## src/common/mode_ctrl_pkg.sv

```systemverilog
// constants, register map and state encoding for the motor driver mode control
package mode_ctrl_pkg;

  // ==========================================================
  // clock and timing
  localparam int CLK_MHZ = 250;
  localparam int CNT_W = 20;
  localparam int CLEAR_MIN_US = 18;
  localparam int CLEAR_MAX_US = 35;
  localparam int SLEEP_ENTRY_US = 75;
  localparam int WAKE_US = 1000;
  localparam int RETRY_US = 4000;
  // least times round up, longest round down; whole microseconds are exact here
  localparam int CLEAR_MIN_CYC = CLEAR_MIN_US * CLK_MHZ;
  localparam int CLEAR_MAX_CYC = CLEAR_MAX_US * CLK_MHZ;
  localparam int SLEEP_ENTRY_CYC = SLEEP_ENTRY_US * CLK_MHZ;
  localparam int WAKE_CYC = WAKE_US * CLK_MHZ;
  localparam int RETRY_CYC = RETRY_US * CLK_MHZ;

  // ==========================================================
  // pin bundle positions
  localparam int PIN_W = 7;
  localparam int PIN_SLEEP = 0;
  localparam int PIN_EN_LEVEL = 1;
  localparam int PIN_EN_FLOAT = 2;
  localparam int PIN_UV = 3;
  localparam int PIN_OC = 4;
  localparam int PIN_CPUV = 5;
  localparam int PIN_OT = 6;

  // ==========================================================
  // register map
  localparam int ADDR_W = 12;
  localparam logic [11:0] ADDR_CTRL = 12'h000;
  localparam logic [11:0] ADDR_STATUS = 12'h004;
  localparam logic [11:0] ADDR_INT_STATUS = 12'h008;
  localparam logic [11:0] ADDR_INT_MASK = 12'h00c;
  localparam int CTRL_SOFT_OFF = 0;
  localparam logic CTRL_RESET = 1'b0;
  localparam int STAT_MODE_LSB = 0;
  localparam int STAT_BRIDGE = 2;
  localparam int STAT_PUMP = 3;
  localparam int STAT_READY = 4;
  localparam int STAT_OCP = 5;
  localparam int STAT_UV = 6;
  localparam int STAT_CPUV = 7;
  localparam int STAT_OT = 8;
  localparam int STAT_RETRY = 9;
  localparam int EV_W = 5;
  localparam int EV_FAULT = 0;
  localparam int EV_CLEAR = 1;
  localparam int EV_SLEEP = 2;
  localparam int EV_READY = 3;
  localparam int EV_LONG = 4;
  localparam logic [4:0] INT_RESET = 5'h00;

  // ==========================================================
  // device modes
  typedef enum logic [1:0] {
    ST_SLEEP = 2'b00,
    ST_WAKE = 2'b01,
    ST_DISABLED = 2'b10,
    ST_ACTIVE = 2'b11
  } mode_t;

endpackage

```

## src/core/motor_driver_mode_control.sv

```systemverilog
// sleep, disable and active mode control with fault latch and apb registers
`timescale 1ns/1ps
module motor_driver_mode_control
  import mode_ctrl_pkg::*;
#(
  parameter int unsigned CLEAR_MIN_CYCLES = CLEAR_MIN_CYC,
  parameter int unsigned CLEAR_MAX_CYCLES = CLEAR_MAX_CYC,
  parameter int unsigned SLEEP_CYCLES = SLEEP_ENTRY_CYC,
  parameter int unsigned WAKE_CYCLES = WAKE_CYC,
  parameter int unsigned RETRY_CYCLES = RETRY_CYC
) (
  input wire logic clk,
  input wire logic rst,
  input wire logic ce,
  input wire logic sleep_request_low,
  input wire logic enable_level,
  input wire logic enable_float,
  input wire logic supply_undervoltage_lockout,
  input wire logic overcurrent_trip,
  input wire logic pump_undervoltage,
  input wire logic over_temperature,
  input wire logic psel,
  input wire logic penable,
  input wire logic pwrite,
  input wire logic [11:0] paddr,
  input wire logic [31:0] pwdata,
  output logic [31:0] prdata,
  output logic pready,
  output logic pslverr,
  output logic bridge_on,
  output logic pump_run,
  output logic logic_regulator_output,
  output logic ready,
  output logic fault_flag_low_o,
  output logic fault_flag_low_oe,
  output logic irq
);

  // ==========================================================
  // helpers
  function automatic logic reached(input logic [CNT_W-1:0] cnt, input int unsigned lim);
    reached = cnt >= lim[CNT_W-1:0];
  endfunction

  // ==========================================================
  // pin synchronisers
  logic [PIN_W-1:0] pins;
  wire logic [PIN_W-1:0] pin_raw = {over_temperature, pump_undervoltage, overcurrent_trip,
    supply_undervoltage_lockout, enable_float, enable_level, sleep_request_low};

  pin_sync #(.W(PIN_W)) u_sync (
    .clk(clk),
    .rst(rst),
    .ce(ce),
    .pin(pin_raw),
    .level(pins)
  );

  wire logic sleep_hi = pins[PIN_SLEEP];
  wire logic en_float = pins[PIN_EN_FLOAT];
  wire logic en_low = !en_float && !pins[PIN_EN_LEVEL];
  wire logic retry_mode = !en_float && pins[PIN_EN_LEVEL];
  wire logic uv_hi = pins[PIN_UV];
  wire logic oc_hi = pins[PIN_OC];
  wire logic cpuv_hi = pins[PIN_CPUV];
  wire logic ot_hi = pins[PIN_OT];

  // ==========================================================
  // state
  mode_t state;
  mode_t next_state;
  logic ocp_latch;
  logic any_fault_q;
  logic soft_off;
  logic [EV_W-1:0] int_status;
  logic [EV_W-1:0] int_mask;
  logic [CNT_W-1:0] low_cnt;
  logic [CNT_W-1:0] wake_cnt;
  logic [CNT_W-1:0] retry_cnt;

  // ==========================================================
  // timers
  span_counter u_low (
    .clk(clk),
    .rst(rst),
    .ce(ce),
    .clr(sleep_hi),
    .run(1'b1),
    .count(low_cnt)
  );

  span_counter u_wake (
    .clk(clk),
    .rst(rst),
    .ce(ce),
    .clr(state != ST_WAKE),
    .run(1'b1),
    .count(wake_cnt)
  );

  span_counter u_retry (
    .clk(clk),
    .rst(rst),
    .ce(ce),
    .clr(!ocp_latch || !retry_mode),
    .run(1'b1),
    .count(retry_cnt)
  );

  wire logic sleep_due = !sleep_hi && reached(low_cnt, SLEEP_CYCLES);
  wire logic wake_done = reached(wake_cnt, WAKE_CYCLES);
  wire logic retry_done = reached(retry_cnt, RETRY_CYCLES);
  wire logic low_end = sleep_hi && (low_cnt != '0);
  wire logic clear_pulse = low_end && reached(low_cnt, CLEAR_MIN_CYCLES + 1);
  wire logic long_pulse = clear_pulse && reached(low_cnt, CLEAR_MAX_CYCLES);
  wire logic run_ok = !en_low && !uv_hi;

  // ==========================================================
  // mode sequencing
  always_comb begin
    next_state = state;
    unique case (state)
      ST_SLEEP: begin
        if (sleep_hi) begin
          next_state = ST_WAKE;
        end
      end
      ST_WAKE: begin
        if (sleep_due) begin
          next_state = ST_SLEEP;
        end else if (wake_done && sleep_hi) begin
          next_state = run_ok ? ST_ACTIVE : ST_DISABLED;
        end
      end
      ST_DISABLED: begin
        if (sleep_due) begin
          next_state = ST_SLEEP;
        end else if (run_ok) begin
          next_state = ST_WAKE;
        end
      end
      ST_ACTIVE: begin
        if (sleep_due) begin
          next_state = ST_SLEEP;
        end else if (!run_ok) begin
          next_state = ST_DISABLED;
        end
      end
    endcase
  end

  // ==========================================================
  // fault latch and outputs
  wire logic next_ocp = oc_hi ? 1'b1 :
    (state == ST_SLEEP) ? 1'b0 :
    clear_pulse ? 1'b0 :
    (retry_mode && retry_done) ? 1'b0 : ocp_latch;
  wire logic any_fault = next_ocp || uv_hi || cpuv_hi || ot_hi;
  wire logic next_bridge = (next_state == ST_ACTIVE) && !any_fault && !soft_off && !en_low;
  wire logic next_pump = (next_state != ST_SLEEP) && !uv_hi && !ot_hi;

  always_ff @(posedge clk) begin
    if (rst) begin
      state <= ST_WAKE;
      ocp_latch <= 1'b0;
      any_fault_q <= 1'b0;
      bridge_on <= 1'b0;
      pump_run <= 1'b0;
      logic_regulator_output <= 1'b0;
      ready <= 1'b0;
      fault_flag_low_o <= 1'b0;
      fault_flag_low_oe <= 1'b0;
    end else if (ce) begin
      state <= next_state;
      ocp_latch <= next_ocp;
      any_fault_q <= any_fault;
      bridge_on <= next_bridge;
      pump_run <= next_pump;
      logic_regulator_output <= next_state != ST_SLEEP;
      ready <= next_state == ST_ACTIVE;
      fault_flag_low_o <= 1'b0;
      fault_flag_low_oe <= any_fault;
    end
  end

  // ==========================================================
  // apb registers and interrupt
  wire logic setup = psel && !penable;
  wire logic wr_go = psel && penable && pready && pwrite;
  wire logic hit_ctrl = paddr == ADDR_CTRL;
  wire logic hit_stat = paddr == ADDR_STATUS;
  wire logic hit_int = paddr == ADDR_INT_STATUS;
  wire logic hit_mask = paddr == ADDR_INT_MASK;
  wire logic mapped = hit_ctrl || hit_stat || hit_int || hit_mask;
  wire logic [EV_W-1:0] w1c = (wr_go && hit_int) ? pwdata[EV_W-1:0] : '0;
  logic [EV_W-1:0] events;
  logic [31:0] status_word;

  always_comb begin
    events = '0;
    events[EV_FAULT] = any_fault && !any_fault_q;
    events[EV_CLEAR] = clear_pulse;
    events[EV_SLEEP] = (next_state == ST_SLEEP) && (state != ST_SLEEP);
    events[EV_READY] = (next_state == ST_ACTIVE) && (state != ST_ACTIVE);
    events[EV_LONG] = long_pulse;
    status_word = '0;
    status_word[STAT_MODE_LSB +: 2] = state;
    status_word[STAT_BRIDGE] = bridge_on;
    status_word[STAT_PUMP] = pump_run;
    status_word[STAT_READY] = ready;
    status_word[STAT_OCP] = ocp_latch;
    status_word[STAT_UV] = uv_hi;
    status_word[STAT_CPUV] = cpuv_hi;
    status_word[STAT_OT] = ot_hi;
    status_word[STAT_RETRY] = retry_mode;
  end

  wire logic [EV_W-1:0] next_int = (int_status & ~w1c) | events;
  wire logic [EV_W-1:0] next_mask = (wr_go && hit_mask) ? pwdata[EV_W-1:0] : int_mask;
  wire logic [31:0] rd_data = hit_ctrl ? {31'h0, soft_off} :
    hit_stat ? status_word :
    hit_int ? {27'h0, int_status} :
    hit_mask ? {27'h0, int_mask} : 32'h0;

  always_ff @(posedge clk) begin
    if (rst) begin
      soft_off <= CTRL_RESET;
      int_status <= INT_RESET;
      int_mask <= INT_RESET;
      irq <= 1'b0;
      pready <= 1'b0;
      pslverr <= 1'b0;
      prdata <= 32'h0;
    end else if (ce) begin
      if (wr_go && hit_ctrl) begin
        soft_off <= pwdata[CTRL_SOFT_OFF];
      end
      int_status <= next_int;
      int_mask <= next_mask;
      irq <= |(next_int & next_mask);
      pready <= setup;
      pslverr <= setup && !mapped;
      prdata <= setup ? rd_data : 32'h0;
    end
  end
endmodule

```

## src/core/pin_sync.sv

```systemverilog
// three-stage pin synchroniser, output follows once stages two and three agree
`timescale 1ns/1ps
module pin_sync #(
  parameter int W = 1
) (
  input wire logic clk,
  input wire logic rst,
  input wire logic ce,
  input wire logic [W-1:0] pin,
  output logic [W-1:0] level
);
  logic [W-1:0] s1;
  logic [W-1:0] s2;
  logic [W-1:0] s3;
  wire logic [W-1:0] agree = ~(s2 ^ s3);

  always_ff @(posedge clk) begin
    if (rst) begin
      s1 <= '0;
      s2 <= '0;
      s3 <= '0;
      level <= '0;
    end else if (ce) begin
      s1 <= pin;
      s2 <= s1;
      s3 <= s2;
      level <= (s3 & agree) | (level & ~agree);
    end
  end
endmodule

```

## src/core/span_counter.sv

```systemverilog
// saturating cycle counter for the mode timing windows
`timescale 1ns/1ps
module span_counter
  import mode_ctrl_pkg::*;
(
  input wire logic clk,
  input wire logic rst,
  input wire logic ce,
  input wire logic clr,
  input wire logic run,
  output logic [CNT_W-1:0] count
);
  wire logic sat = &count;

  always_ff @(posedge clk) begin
    if (rst) begin
      count <= '0;
    end else if (ce) begin
      if (clr) begin
        count <= '0;
      end else if (run && !sat) begin
        count <= count + CNT_W'(1);
      end
    end
  end
endmodule

```

## config.mk

```make
export PLATFORM = sky130hd
export DESIGN_NAME = motor_driver_mode_control
export DESIGN_NICKNAME = d
export VERILOG_FILES = /design/src/common/mode_ctrl_pkg.sv /design/src/core/motor_driver_mode_control.sv /design/src/core/pin_sync.sv /design/src/core/span_counter.sv
export SDC_FILE = /design/constraint.sdc
export NUM_CORES = 1
export LEC_CHECK = 0
export BUFFER_PORTS_ARGS = -buffer_cell sky130_fd_sc_hd__buf_4
export CAP_MARGIN = 15
export CORE_ASPECT_RATIO = 1.4
export CORE_MARGIN = 2
export CORE_UTILIZATION = 34
export CTS_CLUSTER_DIAMETER = 150
export DETAILED_ROUTE_END_ITERATION = 16
export PLACE_DENSITY_LB_ADDON = 0.3
export SLEW_MARGIN = 30
export SYNTH_ARGS = -nofsm -noshare
export SYNTH_HDL_FRONTEND = slang
export SYNTH_SLANG_ARGS = --single-unit
```

## constraint.sdc

```tcl
create_clock -name clk -period 1.85 [get_ports clk]
set_input_delay 0.185 -clock clk [delete_from_list [all_inputs] [get_ports clk]]
set_output_delay 0.185 -clock clk [all_outputs]
set_load 0.005 [all_outputs]
```

Word-level counts from Yosys, hierarchy flattened:

Index checks and enable logic that the tools add are counted.

* register bits: 142
* word-level logic and storage cells: 136

* $add $sub $neg: 3
* order comparisons: 5
* equality and inequality tests: 12
* mux-type cells: 26
* bitwise operators: 10
* reduce and logical (&&, ||, !) cells: 59

Operator list (count)
* $mux 20: 6
* $add 20x1->20 const B: 3
* $reduce_and 20->1: 3
* $mux 10: 3
* $logic_and 1x1->1: 25
* $eq 12x4->1 const B: 2
* $ge 20x13->1 const B: 1
* $ge 20x14->1 const B: 1
* $ge 20x15->1 const B: 1
* $ge 20x18->1 const B: 1
* $ge 20x20->1 const B: 1
* $mux 5: 4
* $reduce_bool 20->1: 1
* $and 7x7->7: 2
* $mux 2: 7
* $not 7->7: 2
* $logic_not 1->1: 13
* $eq 12x3->1 const B: 1
* $logic_not 12->1: 1
* $and 5x5->5: 2
* $pmux 2 s4: 1
* $reduce_and 2->1: 4
* $logic_or 1x1->1: 7
* $or 7x7->7: 1
* 11 further kinds: 22

Logic depth before layout (Yosys ltp):

* depth in word-level cells: 14
* depth in mapped cells: 8
* gate-level depth less buffers: 8

Cells and area by module:

A second synthesis with hierarchy kept.

* cell total of the unflattened synthesis: 827
* area total of the unflattened synthesis: 6924.1 µm²

Modules (own cells, without submodules)
* span_counter: instances 3, cells an instance 150, area an instance 1219.9 µm², sequential area each 400.4 µm²
* motor_driver_mode_control: instances 1, cells an instance 265, area an instance 2107.0 µm², sequential area each 640.6 µm²
* pin_sync: instances 1, cells an instance 112, area an instance 1157.4 µm², sequential area each 560.5 µm²

Least setup slack after synthesis:

OpenSTA, ideal clock, no wires.

* path kind: register to register
* start point: reg u_low.count[1]
* end point: reg irq
* arrival: 1.860 ns
* path slack: -0.147 ns
* stages on the path, launching flop included: 9
* clock period less this slack: 1.997 ns
* cells stage by stage: dfxtp_1 > inv_1 > ha_1 > nand2b_1 > a2111oi_0 > o211a_1 > o21ai_1 > a221oi_2 > a311oi_2

* cells in the longest elaborated chain, start to end: 13
* elaborated cells on any way between the ends: 26
* those cells by class: order compare (3); eq/ne (1); mux (7); bitwise (2); reduce/logical (13)

Ends and longest elaborated chain
* start, declared: line span_counter.sv:11 `output logic [CNT_W-1:0] count`
* start signal, assigned: line span_counter.sv:22 `count <= count + CNT_W'(1);`
* parallel branches: the longest is 10 deep, another holds $ge 20x15->1
* $or 5x5->5 *: line motor_driver_mode_control.sv:218 `wire logic [EV_W-1:0] next_int = (int_status & ~w1c) | events;`
* $and 5x5->5 *: line motor_driver_mode_control.sv:240 `irq <= |(next_int & next_mask);`
* $reduce_or 5->1 *: line motor_driver_mode_control.sv:240
* end signal, assigned: line motor_driver_mode_control.sv:240
* end, declared: line motor_driver_mode_control.sv:36 `output logic irq`

Every way passes the cells marked *.
A chain may end at the register's enable or synchronous reset.

Worst setup path in the final report:

* start point: reg u_low.count[1]
* end point: reg bridge_on

* cells in the longest elaborated chain, start to end: 13
* elaborated cells on any way between the ends: 21
* those cells by class: order compare (2); eq/ne (1); mux (7); reduce/logical (11)

Ends and longest elaborated chain
* parallel branches: the longest is 10 deep, another holds $ge 20x13->1
* $logic_and 1x1->1 * (3 in a row): line motor_driver_mode_control.sv:159 `wire logic next_bridge = (next_state == ST_ACTIVE) && !any_fault && !soft_off && !en_low;`
* end signal, assigned: line motor_driver_mode_control.sv:177 `bridge_on <= next_bridge;`
* end, declared: line motor_driver_mode_control.sv:30 `output logic bridge_on,`

Marked as above.

==> results.md <==
| Quantity | This run | Unit |
|:---|:---|:---|
| Relative contribution of the clock network to total power | 0.528 | - |
| Die Span Y | 163 | µm |
| Worst Path Required | 2190 | ps |
| Gate count after technology mapping | 736 | - |
| Proportion of layout cells with a drive suffix above 1 | 0.279 | - |
| Worst setup EP type | flip-flop | - |
| Unrepaired setup endpoints after global routing | yes | - |
| Fraction of the yosys area taken by sequential cells | 0.391 | - |
| WL per Instance | 14.2 | µm |
| Synth Flop Type | dfxtp_1 | - |
| Nets | 930 | - |
| Number of I/O pins | 98 | - |
| Core Region | 17,900 | µm² |
| Sequential fraction of design power | 0.413 | - |
| Aggregate routed wire length | 15.8 | mm |
| Max capacitance violation total | 0 | - |
| Number of global-route vias before repair | 5,326 | - |
| Power density over the cells | 786 | nW/µm² |
| Switching power of the nets | 0.00143 | W |
| Full die area | 19,200 | µm² |
| Post-synthesis register bit count | 120 | - |
| Post-synth cell types | 72 | - |
| Final cycle utilization of the critical path | 1.08 | - |
| Nature of the critical path startpoint | flip-flop | - |
| Internal Power | 0.00499 | W |
| Clock insertion delay at the later pin of the skew report | 410 | ps |
| Per-instance average area after synthesis | 8.36 | µm² |
| HPWL Detailed | 11.2 | mm |
| Clock Path Buffers | 2 | - |
| Count of vias placed by the detailed router | 5,558 | - |
| Arrival time worst endpoint | 2340 | ps |
| Max-slew violation count | 0 | - |
| Yosys top cell area share | 0.391 | - |
| Clock skew | 8.66 | ps |
| Post-CTS Hold Fix Bufs | 0 | - |
| Final cell count without fillers | 1,117 | - |
| Number of antenna violations at the first check in global routing | 0 | - |
| Post-layout min period | 1990 | ps |
| Power consumption | 0.00642 | W |
| Final number of setup-violating endpoints | 4 | - |
| GRT Residual Overflow | 0 | - |
| Post-placement setup slack | -86.3 | ps |
| Static Leakage | 3.23 | nW |
| Violations in the final reports | setup timing | - |
| Number of enable flip-flop cells after synthesis | 0 | - |
| Result of the run | complete, but fails checks | - |
| IO Port Bufs | 47 | - |
| CTS buffer count | 17 | - |
| Dominant cell type by area after synthesis | dfxtp_1 | - |
| Row cnt | 58 | - |
| Antenna diode instance count | 0 | - |
| Final worst slack | -144 | ps |
| TritonCTS clock tree | yes | - |
| Final weighted congestion in routability-driven placement | 0.802 | - |
| Post-route core utilization | 0.457 | - |
| Combinational share of power | 0.060 | - |
| WS Path Type | reg -> reg | - |
| Endpoints failing hold | 0 | - |
| Yosys synthesis warning count | 0 | - |
| Peak supply drop | 0.479 | mV |
| Detailed-route DRC error count | 0 | - |
| Maximum clock rate | 501 | MHz |
| Post-Place Cells | 1,074 | - |
| Maximum number of pins on one net before global-route repair | 34 | - |
| Filler cell count in the final layout | 1,765 | - |
| Global-route wire length before repair | 25.8 | mm |
| Die Wd | 118 | µm |
| Biggest area contributors in the synthesized netlist | dfxtp_1 39%, nor2_1 7.5%, xnor2_1 4.0%, mux2i_1 3.9%, a21oi_1 3.0% | - |
| Root buffer selected by CTS | clkbuf_16 | - |
| Switching part of the total | 0.223 | - |
| Final hold slack | 13.3 | ps |
| Combined area of all synthesized cells | 6150 | µm² |
| Clock-pin slew on the worst setup and hold paths | 60 | ps |
| Area added between synthesis and finish | 32.8 | % |
| Antenna Nets Post-Route | 0 | - |
| Fraction of synthesis flops using an asynchronous set or reset pin | 0 | - |
| Via density per instance | 4.98 | - |
| Crit Path Max Fanout | 6 | - |
| Number of search-and-repair iterations in the first detailed-routing pass | 4 | - |
| Hold crit path type | in -> reg | - |
| Global-route total usage across every layer | 0.165 | - |
| Number of DRC violations after detailed-routing iteration 0 | 285 | - |
| Sinks on Clock Net | 120 | - |
| Starting density of the core | 0.345 | - |
| Number of levels the H-tree was split into | 4 | - |
==> flip-flops by register name, summed over array words and instances, names as in the netlist, named ones only <==
register,count
ready,1
u_retry.count,20
bridge_on,1
pready,1
int_mask,5
state,2
int_status,5
irq,1
any_fault_q,1
u_low.count,20
prdata,10
u_sync.s3,7
soft_off,1
u_sync.s1,7
pump_run,1
logic_regulator_output,1
u_sync.s2,7
ocp_latch,1
u_wake.count,20
pslverr,1
==> routing by layer <==
| layer | up-vias | GRT usage | routed length (µm) | part of all wire |
|---|---|---|---|---|
| li1 | 2800 | - | - | - |
| met1 | 2650 | 0.181 | 6450 | 0.41 |
| met2 | 86 | 0.311 | 8560 | 0.54 |
| met3 | 22 | 0.0328 | 450 | 0.028 |
| met4 | 0 | 0.0624 | 346 | 0.022 |
| met5 | - | 0 | 0 | 0 |
==> repair_timing <==
item	in CTS	in global routing
gates resized for setup	11	54
gates cloned	0	2
setup buffers	0	9
endpoints found under the setup margin	15	46
pin swaps	3	26
==> power by group through the flow <==
stage	clock network [W]	logic [W]	registers, W
after floorplan	0	0.000233	0.00270
after global placement	0	0.000348	0.00270
after detailed placement	0	0.000351	0.00271
after CTS	0.00345	0.000359	0.00265
after global routing	0.00356	0.000422	0.00265
final	0.00339	0.000382	0.00265
==> worst max-delay path, stage by stage (launching register included) <==
cell,delay [ps]
dfxtp_4,380
inv_4,40
buf_6,110
ha_4,150
nand2b_4,70
a2111oi_4,60
o211a_1,280
o31a_4,380
a2111o_1,320
a21oi_2,130
==> cell usage after synthesis (19+ instances only) <==
master,instances
mux2i_1,24
xnor2_1,28
nand2_1,43
nand3_1,37
dfxtp_1,120
nor2_1,123
buf_4,24
nor3_1,30
nand4_1,19
a21oi_1,37
xor2_1,19
o21ai_0,31
==> cell usage in the layout (no fill, tap or decap), types with 4 or more instances in the layout <==
master / instances
and2_1: 4
inv_1: 14
mux2_2: 5
dfxtp_1: 107
conb_1: 23
nor2b_1: 4
o21ai_1: 6
a21o_1: 9
nand3_1: 35
or3_1: 9
a21oi_1: 36
and3_1: 10
dfxtp_2: 10
buf_4: 138
nand2_1: 43
mux2i_1: 24
xnor2_1: 28
o31ai_1: 6
nor3_1: 25
o21ai_0: 30
nand4_1: 19
clkbuf_16: 17
nor3_2: 5
and4_1: 5
buf_6: 6
ha_1: 4
nor2_1: 123
a22oi_1: 9
xor2_1: 19
==> layout make-up <==
cell class              count  area, µm²  area share
multi-input cells         560       3600       0.441
flip-flops and latches    120       2430       0.297
repair buffers            147       1150       0.141
clock buffers              22        464      0.0568
well taps                 240        300      0.0368
clock inverters            10        143      0.0175
inverters                  18       86.3      0.0106
==> stage by stage <==
| step | cell area, µm² | setup TNS [ps] |
|---|---|---|
| detailed placement | 7210 | -500 |
| global route | 8170 | -962 |
| finish | 8170 | -256 |
| CTS | 7870 | -30.1 |
| global placement | 7210 | -293 |
| floorplan | 6240 | 0 |
==> final timing paths <==
path                          from           end  slack (ps)  depth (start not counted)
setup / recovery    u_low.count[1]     bridge_on        -140                          9
hold / removal    overcurrent_trip  u_sync.s1[4]          10                          3
setup reg to reg    u_low.count[1]     bridge_on        -140                          9
hold reg to reg       u_sync.s3[0]     flip-flop         460                          2
==> cells by family after synthesis <==
kind of cell | after synthesis | synth area share
multiplexers | 30 | 0.0519
AO/OA/AOI/OAI | 133 | 0.142
XOR/XNOR | 47 | 0.0669
adder cells (fa/ha/maj) | 9 | 0.0183
AND/OR/NAND/NOR | 318 | 0.255
other | 1 | 0.000610
flip-flops | 120 | 0.391
buffers and inverters | 78 | 0.0742
No activity file was read; power rests on OpenSTA's default activity.
